<file path="config.mk">
export PLATFORM = sky130hd
export DESIGN_NAME = pwmg_top
export DESIGN_NICKNAME = d
export VERILOG_FILES = /design/src/rtl/pwmg_pkg.sv /design/src/rtl/pwmg_frac_tick.sv /design/src/rtl/pwmg_top.sv
export VERILOG_INCLUDE_DIRS = /design/src /design/src/rtl
export SDC_FILE = /design/constraint.sdc
export NUM_CORES = 1
export LEC_CHECK = 0
export ABC_AREA = 1
export ABC_CLOCK_PERIOD_IN_PS = 3300
export BUFFER_PORTS_ARGS = -buffer_cell sky130_fd_sc_hd__buf_2
export CORE_ASPECT_RATIO = 0.75
export CORE_MARGIN = 2
export CORE_UTILIZATION = 32
export CTS_CLUSTER_SIZE = 14
export DETAILED_ROUTE_END_ITERATION = 8
export MAX_ROUTING_LAYER = met4
export PLACE_DENSITY = 0.48
export SETUP_SLACK_MARGIN = 0.1
export SLEW_MARGIN = 40
export SYNTH_ARGS = -nofsm -noshare
export SYNTH_HDL_FRONTEND = slang
export SYNTH_SLANG_ARGS = --single-unit
</file>
<file path="constraint.sdc">
create_clock -name ref_clk -period 3.3 [get_ports ref_clk]
set_input_delay 0.33 -clock ref_clk [delete_from_list [all_inputs] [get_ports ref_clk]]
set_output_delay 0.33 -clock ref_clk [all_outputs]
set_load 0.01 [all_outputs]
</file>
<file path="src/rtl/pwmg_cfg.svh">
// register offsets, field positions, reset values and timing figures
// for the pulse-width output generator; definitions only
`ifndef PWMG_CFG_SVH
`define PWMG_CFG_SVH

// =====================================================================
// register map
`define PWMG_OFS_PW_HIGH 16'hFFBD
`define PWMG_OFS_PW_LOW 16'hFFBE
`define PWMG_OFS_RATE_CTRL 16'hFFBF

// =====================================================================
// fields and reset values
`define PWMG_EN_BIT 7
`define PWMG_RATE_MSB 6
`define PWMG_RST_BYTE 8'h00
`define PWMG_DUTY_FULL 16'hFFFF

// =====================================================================
// timing: each period spans 65536 phase units; the phase advances by
// rate_code + 1 on every step tick, so code 0 gives 732.4 Hz and code
// 127 gives 93.75 kHz with a 48 MHz step rate
`define PWMG_CLK_HZ 250000000
`define PWMG_STEP_HZ 48000000

`endif

</file>
<file path="src/rtl/pwmg_pkg.sv">
// shared types of the pulse-width output generator
// assumes nothing of its surroundings
package pwmg_pkg;

  typedef logic [7:0] pwmg_byte_t;
  typedef logic [15:0] pwmg_word_t;
  typedef logic [15:0] pwmg_addr_t;

endpackage

</file>
<file path="src/rtl/pwmg_frac_tick.sv">
// fractional clock divider: one-cycle tick at a mean rate of
// step_hz out of clk_hz
// assumes ref_clk is the only clock and step_hz is below clk_hz
`timescale 1ns/100ps

module pwmg_frac_tick #(
  parameter int unsigned CLK_HZ = 250000000,
  parameter int unsigned STEP_HZ = 48000000
) (
  input wire logic ref_clk,
  input wire logic reset_n,
  input wire logic clk_en,
  input wire logic run,
  output logic tick
);

  localparam logic [28:0] ACC_DEN = 29'(CLK_HZ);
  localparam logic [28:0] ACC_NUM = 29'(STEP_HZ);

  logic [28:0] acc;
  logic [28:0] next_acc;

  // error accumulator keeps the long-run rate exact without a pll
  always_comb
  begin
    next_acc = acc + ACC_NUM;
    tick = run && (next_acc >= ACC_DEN);
    if (next_acc >= ACC_DEN)
    begin
      next_acc = next_acc - ACC_DEN;
    end
  end

  always_ff @(posedge ref_clk or negedge reset_n)
  begin
    if (!reset_n)
    begin
      acc <= 29'h0000000;
    end
    else if (clk_en)
    begin
      acc <= run ? next_acc : 29'h0000000;
    end
  end

endmodule // pwmg_frac_tick

</file>
<file path="src/rtl/pwmg_top.sv">
// single-channel pulse-width output generator with three byte registers
// on the controller's memory-mapped data bus
// assumes a synchronous bus: address and strobes valid at the ref_clk edge
`timescale 1ns/100ps
`include "pwmg_cfg.svh"

module pwmg_top (
  input wire logic ref_clk,
  input wire logic reset_n,
  input wire logic clk_en,
  input wire pwmg_pkg::pwmg_addr_t mem_addr,
  input wire logic mem_wr_stb,
  input wire logic mem_rd_stb,
  input wire pwmg_pkg::pwmg_byte_t mem_wdata,
  output pwmg_pkg::pwmg_byte_t mem_rdata,
  output logic mem_hit,
  output logic pwm_active,
  output logic pwm_out
);

  // ===================================================================
  // registers
  pwmg_pkg::pwmg_byte_t pulse_width_high_byte;
  pwmg_pkg::pwmg_byte_t pulse_width_low_byte;
  pwmg_pkg::pwmg_byte_t rate_and_enable_control;

  logic sel_high;
  logic sel_low;
  logic sel_ctrl;

  assign sel_high = (mem_addr == `PWMG_OFS_PW_HIGH);
  assign sel_low = (mem_addr == `PWMG_OFS_PW_LOW);
  assign sel_ctrl = (mem_addr == `PWMG_OFS_RATE_CTRL);
  assign mem_hit = sel_high || sel_low || sel_ctrl;

  always_ff @(posedge ref_clk or negedge reset_n)
  begin
    if (!reset_n)
    begin
      pulse_width_high_byte <= `PWMG_RST_BYTE;
    end
    else if (clk_en && mem_wr_stb && sel_high)
    begin
      pulse_width_high_byte <= mem_wdata;
    end
  end

  always_ff @(posedge ref_clk or negedge reset_n)
  begin
    if (!reset_n)
    begin
      pulse_width_low_byte <= `PWMG_RST_BYTE;
    end
    else if (clk_en && mem_wr_stb && sel_low)
    begin
      pulse_width_low_byte <= mem_wdata;
    end
  end

  always_ff @(posedge ref_clk or negedge reset_n)
  begin
    if (!reset_n)
    begin
      rate_and_enable_control <= `PWMG_RST_BYTE;
    end
    else if (clk_en && mem_wr_stb && sel_ctrl)
    begin
      rate_and_enable_control <= mem_wdata;
    end
  end

  // read data one cycle after the strobe; unmapped addresses read zero
  always_ff @(posedge ref_clk or negedge reset_n)
  begin
    if (!reset_n)
    begin
      mem_rdata <= `PWMG_RST_BYTE;
    end
    else if (clk_en && mem_rd_stb)
    begin
      mem_rdata <= sel_high ? pulse_width_high_byte :
                   sel_low ? pulse_width_low_byte :
                   sel_ctrl ? rate_and_enable_control : 8'h00;
    end
  end

  // ===================================================================
  // settings in use for the current period
  logic modulator_output_enable;
  logic [6:0] rate_code;
  pwmg_pkg::pwmg_word_t duty_live;
  pwmg_pkg::pwmg_word_t duty_cur;
  logic [7:0] step_cur;
  logic run;
  logic tick;
  logic boundary;
  pwmg_pkg::pwmg_word_t phase;
  logic [16:0] phase_sum;

  assign modulator_output_enable = rate_and_enable_control[`PWMG_EN_BIT];
  assign rate_code = rate_and_enable_control[`PWMG_RATE_MSB:0];
  assign duty_live = {pulse_width_high_byte, pulse_width_low_byte};
  assign phase_sum = {1'b0, phase} + {9'h000, step_cur};
  assign boundary = tick && phase_sum[16];

  // enable is not deferred: turning off must silence the pin at once
  always_ff @(posedge ref_clk or negedge reset_n)
  begin
    if (!reset_n)
    begin
      run <= 1'b0;
    end
    else if (clk_en)
    begin
      run <= modulator_output_enable;
    end
  end

  // while idle the shadows track the registers so the first period is fresh
  always_ff @(posedge ref_clk or negedge reset_n)
  begin
    if (!reset_n)
    begin
      duty_cur <= 16'h0000;
      step_cur <= 8'h01;
    end
    else if (clk_en && (!run || boundary))
    begin
      duty_cur <= duty_live;
      step_cur <= {1'b0, rate_code} + 8'h01;
    end
  end

  pwmg_frac_tick #(
    .CLK_HZ(`PWMG_CLK_HZ),
    .STEP_HZ(`PWMG_STEP_HZ)
  ) u_tick (
    .ref_clk(ref_clk),
    .reset_n(reset_n),
    .clk_en(clk_en),
    .run(run),
    .tick(tick)
  );

  // phase wraps modulo 65536; a carry out marks the period boundary
  always_ff @(posedge ref_clk or negedge reset_n)
  begin
    if (!reset_n)
    begin
      phase <= 16'h0000;
    end
    else if (clk_en)
    begin
      if (!run)
      begin
        phase <= 16'h0000;
      end
      else if (tick)
      begin
        phase <= phase_sum[15:0];
      end
    end
  end

  // ===================================================================
  // output pin
  always_ff @(posedge ref_clk or negedge reset_n)
  begin
    if (!reset_n)
    begin
      pwm_out <= 1'b0;
    end
    else if (clk_en)
    begin
      if (!run)
      begin
        pwm_out <= 1'b0;
      end
      else if (duty_cur == `PWMG_DUTY_FULL)
      begin
        pwm_out <= 1'b1;
      end
      else
      begin
        pwm_out <= (phase < duty_cur);
      end
    end
  end

  always_ff @(posedge ref_clk or negedge reset_n)
  begin
    if (!reset_n)
    begin
      pwm_active <= 1'b0;
    end
    else if (clk_en)
    begin
      pwm_active <= run;
    end
  end
endmodule // pwmg_top

</file>
Yosys cells after proc, flatten, opt, wreduce, memory -nomap -nowiden:

Cells that the tools add are included.

* add/sub/neg operators: 4
* magnitude comparators: 2
* muxes and demuxes: 9
* eq/ne operators: 5
* reductions and logical operators: 13

Operators by type and width (count)
* $eq A16 B16 Y1 const B: 4
* $mux W29: 2
* $mux W16: 2
* $add A29 B26 Y29 const B: 1
* $ge A29 B28 Y1 const B: 1
* $sub A29 B28 Y29 const B: 1
* $mux W8: 3
* $add A16 B8 Y17: 1
* $lt A16 B16 Y1: 1
* $add A7 B1 Y8 const B: 1
* $logic_and A1 B1 Y1: 8
* $logic_or A1 B1 Y1: 3
* $mux W1: 2
* $ne A2 B1 Y1 const B: 1
* $reduce_and A2 Y1: 1
* $logic_not A1 Y1: 1

* word-level logic and storage cells: 44
* register bits: 104
* bits of input ports: 29
* output and inout port bits: 11

Depth between registers and ports, before layout:

* word-level depth: 6
* mapped depth: 21
* mapped depth without buffers: 20

By module:

Synthesis repeated with hierarchy kept, for this count alone.

* cell total of the unflattened synthesis: 922
* area total of the unflattened synthesis: 6715.2 um2

By module, submodules not included
* pwmg_top: seq. area each 1878.1 um2, instances 1, cells an instance 533, area each 4342.9 um2
* pwmg_frac_tick: seq. area each 550.5 um2, instances 1, cells an instance 389, area each 2372.3 um2

Least setup slack after synthesis:

Ideal clock, no wire load.

* path kind: register to register
* start point: reg step_cur[0]
* end point: reg duty_cur[2]
* setup slack: 863 ps
* data arrival time: 2320 ps
* data required time: 3183 ps
* period minus slack after synthesis: 2437 ps
* library setup time: 117 ps
* stages on the path, launching flop included: 14
* path buffers: 1
* cells stage by stage: dfstp_2 -> ha_1 -> fa_1 -> nand3_1 -> nand3_1 -> nand2_1 -> o211ai_1 -> and2_1 -> nand2_1 -> o31ai_2 -> nand3_2 -> buf_2 -> nand2_1 -> nand2_1

* longest elaborated chain between the ends: 4

Ends and longest elaborated chain
* start: declaration: RTL line pwmg_top.sv:93 `logic [7:0] step_cur;`
* start signal: assignment: RTL line pwmg_top.sv:130 `step_cur <= {1'b0, rate_code} + 8'h01;`
* $add A16 B8 Y17: RTL line pwmg_top.sv:103 `assign phase_sum = {1'b0, phase} + {9'h000, step_cur};`
* $logic_and A1 B1 Y1: RTL line pwmg_top.sv:104 `assign boundary = tick && phase_sum[16];`
* $logic_or A1 B1 Y1: RTL line pwmg_top.sv:127 `else if (clk_en && (!run || boundary))`
* $logic_and A1 B1 Y1: RTL line pwmg_top.sv:127
* end signal: assignment: RTL line pwmg_top.sv:129 `duty_cur <= duty_live;`
* end: declaration: RTL line pwmg_top.sv:92 `pwmg_pkg::pwmg_word_t duty_cur;`

Every way passes these cells.
A chain may end at the register's enable or synchronous reset.

Worst setup path in the final report:

* start point: reg u_tick.acc[10]
* end point: reg duty_cur[8]

* longest elaborated chain between the ends: 6

Ends and longest elaborated chain
* start: declaration: RTL line pwmg_frac_tick.sv:20 `logic [28:0] acc;`
* start signal: assignment: RTL line pwmg_frac_tick.sv:42 `acc <= run ? next_acc : 29'h0000000;`
* $add A29 B26 Y29: RTL line pwmg_frac_tick.sv:26 `next_acc = acc + ACC_NUM;`
* $ge A29 B28 Y1: RTL line pwmg_frac_tick.sv:27 `tick = run && (next_acc >= ACC_DEN);`
* $logic_and A1 B1 Y1: RTL line pwmg_frac_tick.sv:27
* $logic_and A1 B1 Y1: RTL line pwmg_top.sv:104
* $logic_or A1 B1 Y1: RTL line pwmg_top.sv:127
* $logic_and A1 B1 Y1: RTL line pwmg_top.sv:127

Every way passes these cells.

==> run_results.csv <==
group,metric,value,unit
route,first_pass_iters,4,
worst_setup_path,crit_buf_inv,3,
worst_setup_path,cp-startpoint,"u_tick.acc[10]",
yosys,yosys-top-cells-area,"dfrtp_1 (37%), nand2_1 (21%), nand3_1 (6.8%)",
worst_setup_path,worstSetupEndpointType,"register",
route,wl_per_cell,14.5,µm
grt,grt_pass1_wl,30400,µm
timing,skew,0.0121,ns
timing,worst_pin_slew,0.801,ns
cts,cts.hold.buffers_added,0,
floorplanning,rows,45,
power_and_ir_drop,swShare,23.9,%
route,viasPerCell,4.84,
cts,cts_made_buffers,9,
power_and_ir_drop,power_switching,0.000575,W
timing,setup_tns,0,ns
worst_hold_path,worstHoldPathType,"in -> async",
cts,clockRootBuffer,"clkbuf_16",
final_layout,syn2layout_area_growth,12.5,%
grt,antenna_found_initial,0,
power_and_ir_drop,power_density,328,mW/mm²
timing,rsz0062_at_grt,"yes",
power_and_ir_drop,seq_power_share,49.5,%
yosys,synth_nets,1005,
grt,grt_pass1_vias,5708,
cts,cts_tree,"done",
power_and_ir_drop,p_leak,3.81,nW
power_and_ir_drop,p_int,0.00183,W
cts,clk_pin_slew,0.07,ns
worst_setup_path,reg2reg_depth,17,
worst_setup_path,r2r_setup_slack,0.44,ns
worst_setup_path,reg2reg_to,"duty_cur[8]",
grt,grtUsageTotal,18.4,%
timing,maxSlewViolCount,0,
floorplanning,die_x,169,µm
worst_setup_path,cp_max_fo,25,
grt,grt_max_degree,55,
timing,max_freq,350,MHz
grt,grt_overflow_total,0,
floorplanning,core,0.0201,mm²
yosys,synth-edff-count,0,
cts,clkLatencyLatePin,0.36,ns
worst_setup_path,crit_chain,"inv_1 > ha_1 > inv_1 > nand2_1 > nand2_2 > nand2_2 > nand2_1 > nand2_1 > nand2_1 > nor2_1 > nand3_1 > nor2_1 > nand3_2 > nand4_2 > buf_4 > nand4_1 > nand2_1",
worst_setup_path,cp_slowest_cell,"dfrtp_1",
timing,hold_violations,0,
floorplanning,die_h,128,µm
yosys,yosysWarningCount,0,
route,wirelength,18100,µm
timing,setup_viol,0,
worst_setup_path,crit_path_frequent_cell,"nand2_1",
yosys,ys_seq_area_share,37.3,%
yosys,synth_ff_type,"dfrtp_1",
yosys,synth_cell_types,38,
yosys,async_flop_share,100,%
power_and_ir_drop,pwr-share-clk,46.8,%
yosys,synth_top_area_cell,"dfrtp_1",
worst_setup_path,reg2reg_from,"u_tick.acc[10]",
floorplanning,start_util,32.4,%
cts,clkSinkCount,97,
worst_setup_path,endpoint,"duty_cur[8]",
worst_setup_path,worstPathRequired,3.59,ns
worst_setup_path,cp.depth,17,
floorplanning,die_area,0.0215,mm²
cts,clockBufferDepth,2,
route,drt_iter0_drc,452,
placement,io_buffers,39,
yosys,syn_avg_cell_area,6.87,µm²
run,maxCapViolations,0,
run_status,status,"finished, final reports clean",
route,drc,0,
route,final_antenna_net_count,0,
final_layout,layout-drive-gt1-share,10.7,%
timing,fin_crit_sh,86.6,%
yosys,synth_common_cells,"nand2_1 (368), dfrtp_1 (96), inv_1 (93)",
yosys,synth_top_area_share,36.9,%
timing,min_period,2.86,ns
worst_setup_path,worstPathArrival,3.15,ns
placement,hpwlAfterDp,13900,µm
final_layout,final_nets,1041,
worst_setup_path,cp-start-kind,"register",
worst_setup_path,worst_path_dominant_cell_family,"simple AND/OR/NAND/NOR gates",
final_layout,diodes,0,
power_and_ir_drop,combPwrFrac,3.7,%
yosys,syn_area,0.00651,mm²
power_and_ir_drop,vdd_ir_drop_max,0.178,mV
worst_setup_path,cp_slowest_stage_delay,0.43,ns
cts,h-tree-depth,3,
route,vias,6032,
worst_setup_path,crit_type,"reg -> reg",
yosys,synth_cells,948,
final_layout,post-route-util,36.5,%
yosys,yosysMostFrequentCell,"nand2_1",
timing,relSlewSlack,46.2,%
yosys,synth_seq_cells,97,
floorplanning,ios,40,
placement,routabilityCongestion,0.859,
area by class of cell:
type                       instances  area [µm²]
fill                            2158       12800
multi-input combinational        721        3560
sequential                        97        2430
inverter                         100         375
tap                              258         323
timing repair buffer              55         318
clock buffer                      10         239
clock inverter                     6        78.8
sequential cells by signal, indices dropped and copies added, names as in the netlist:
name	cells
duty_cur	16
mem_rdata	8
phase	16
pulse_width_high_byte	8
pulse_width_low_byte	8
pwm_active	1
pwm_out	1
rate_and_enable_control	8
run	1
step_cur	8
u_tick.acc	22
power groups by stage:
stage | Clock [W] | Sequential [W] | Combinational (W)
after detailed placement | 0 | 0.00121 | 0.0000908
after global placement | 0 | 0.00121 | 0.0000916
after floorplan | 0 | 0.00121 | 0.0000325
after global routing | 0.00120 | 0.00119 | 0.000102
final | 0.00113 | 0.00119 | 0.0000885
after CTS | 0.00116 | 0.00119 | 0.0000910
cells in the final DEF (no fill, tap or decap), types with 2 or more instances in the layout:
master	n
clkinv_4	2
buf_4	17
xor2_1	16
nand3_4	2
clkinvlp_4	2
nor3_1	4
nand2_1	368
nand2_2	6
buf_2	38
or2_2	5
dfrtp_1	96
nor2_1	47
and2_1	3
o21ai_1	6
nor2_4	2
o211ai_1	2
inv_1	92
nor2_2	5
nand3_2	3
clkbuf_16	9
ha_1	27
a21oi_1	33
nand3_1	88
nand4_1	42
o21ai_0	46
xnor2_1	4
inv_2	7
worst min-delay path by stage:
stage                     startpoint            to  slack (ns)  cells past startpoint
after floorplan              reset_n   duty_cur[0]        0.03                      0
after global placement       reset_n  mem_rdata[3]        0.44                      1
after detailed placement     reset_n  mem_rdata[3]        0.42                      1
after CTS                    reset_n  mem_rdata[3]        0.03                      1
after global routing         reset_n  mem_rdata[3]        0.06                      1
final                        reset_n  mem_rdata[3]        0.01                      1
layer usage:
metal	GRT usage, %	up-vias	wire, µm
met4	2.74	0	102
met5	-	-	0
li1	-	3141	-
met2	24.1	89	6770
met1	28.2	2794	10200
met3	4.80	8	972
per-stage QoR:
| step | setup WS (ns) | cells | total power, W | hold WS, ns | cell area [µm²] |
|---|---|---|---|---|---|
| after floorplan | 0.863 | 948 | 0.00125 | 0.0344 | 6510 |
| after global placement | 0.422 | 1231 | 0.00130 | 0.442 | 6990 |
| after detailed placement | 0.362 | 1231 | 0.00130 | 0.425 | 6990 |
| after CTS | 0.316 | 1247 | 0.00244 | 0.0329 | 7310 |
| after global routing | 0.0968 | 1247 | 0.00250 | 0.0575 | 7330 |
| final | 0.443 | 1247 | 0.00240 | 0.0131 | 7330 |
cells by family (layout without fill, tap and decap cells):
| group | Yosys count | after routing | share of synthesized area (%) |
|---|---|---|---|
| AND/OR/NAND/NOR | 582 | 582 | 38.9 |
| buffers and inverters | 130 | 171 | 8.32 |
| flip-flops | 97 | 97 | 37.3 |
| AO/OA/AOI/OAI | 91 | 91 | 7.36 |
| adder cells (fa/ha/maj) | 28 | 28 | 5.49 |
| XOR/XNOR | 20 | 20 | 2.69 |
timing repair:
item / 4_1_cts / 5_1_grt
buffers inserted: 0 / 0
endpoints found under the setup margin: 0 / 28
gates resized for setup: 0 / 2
(Power assumes the default switching activity.)
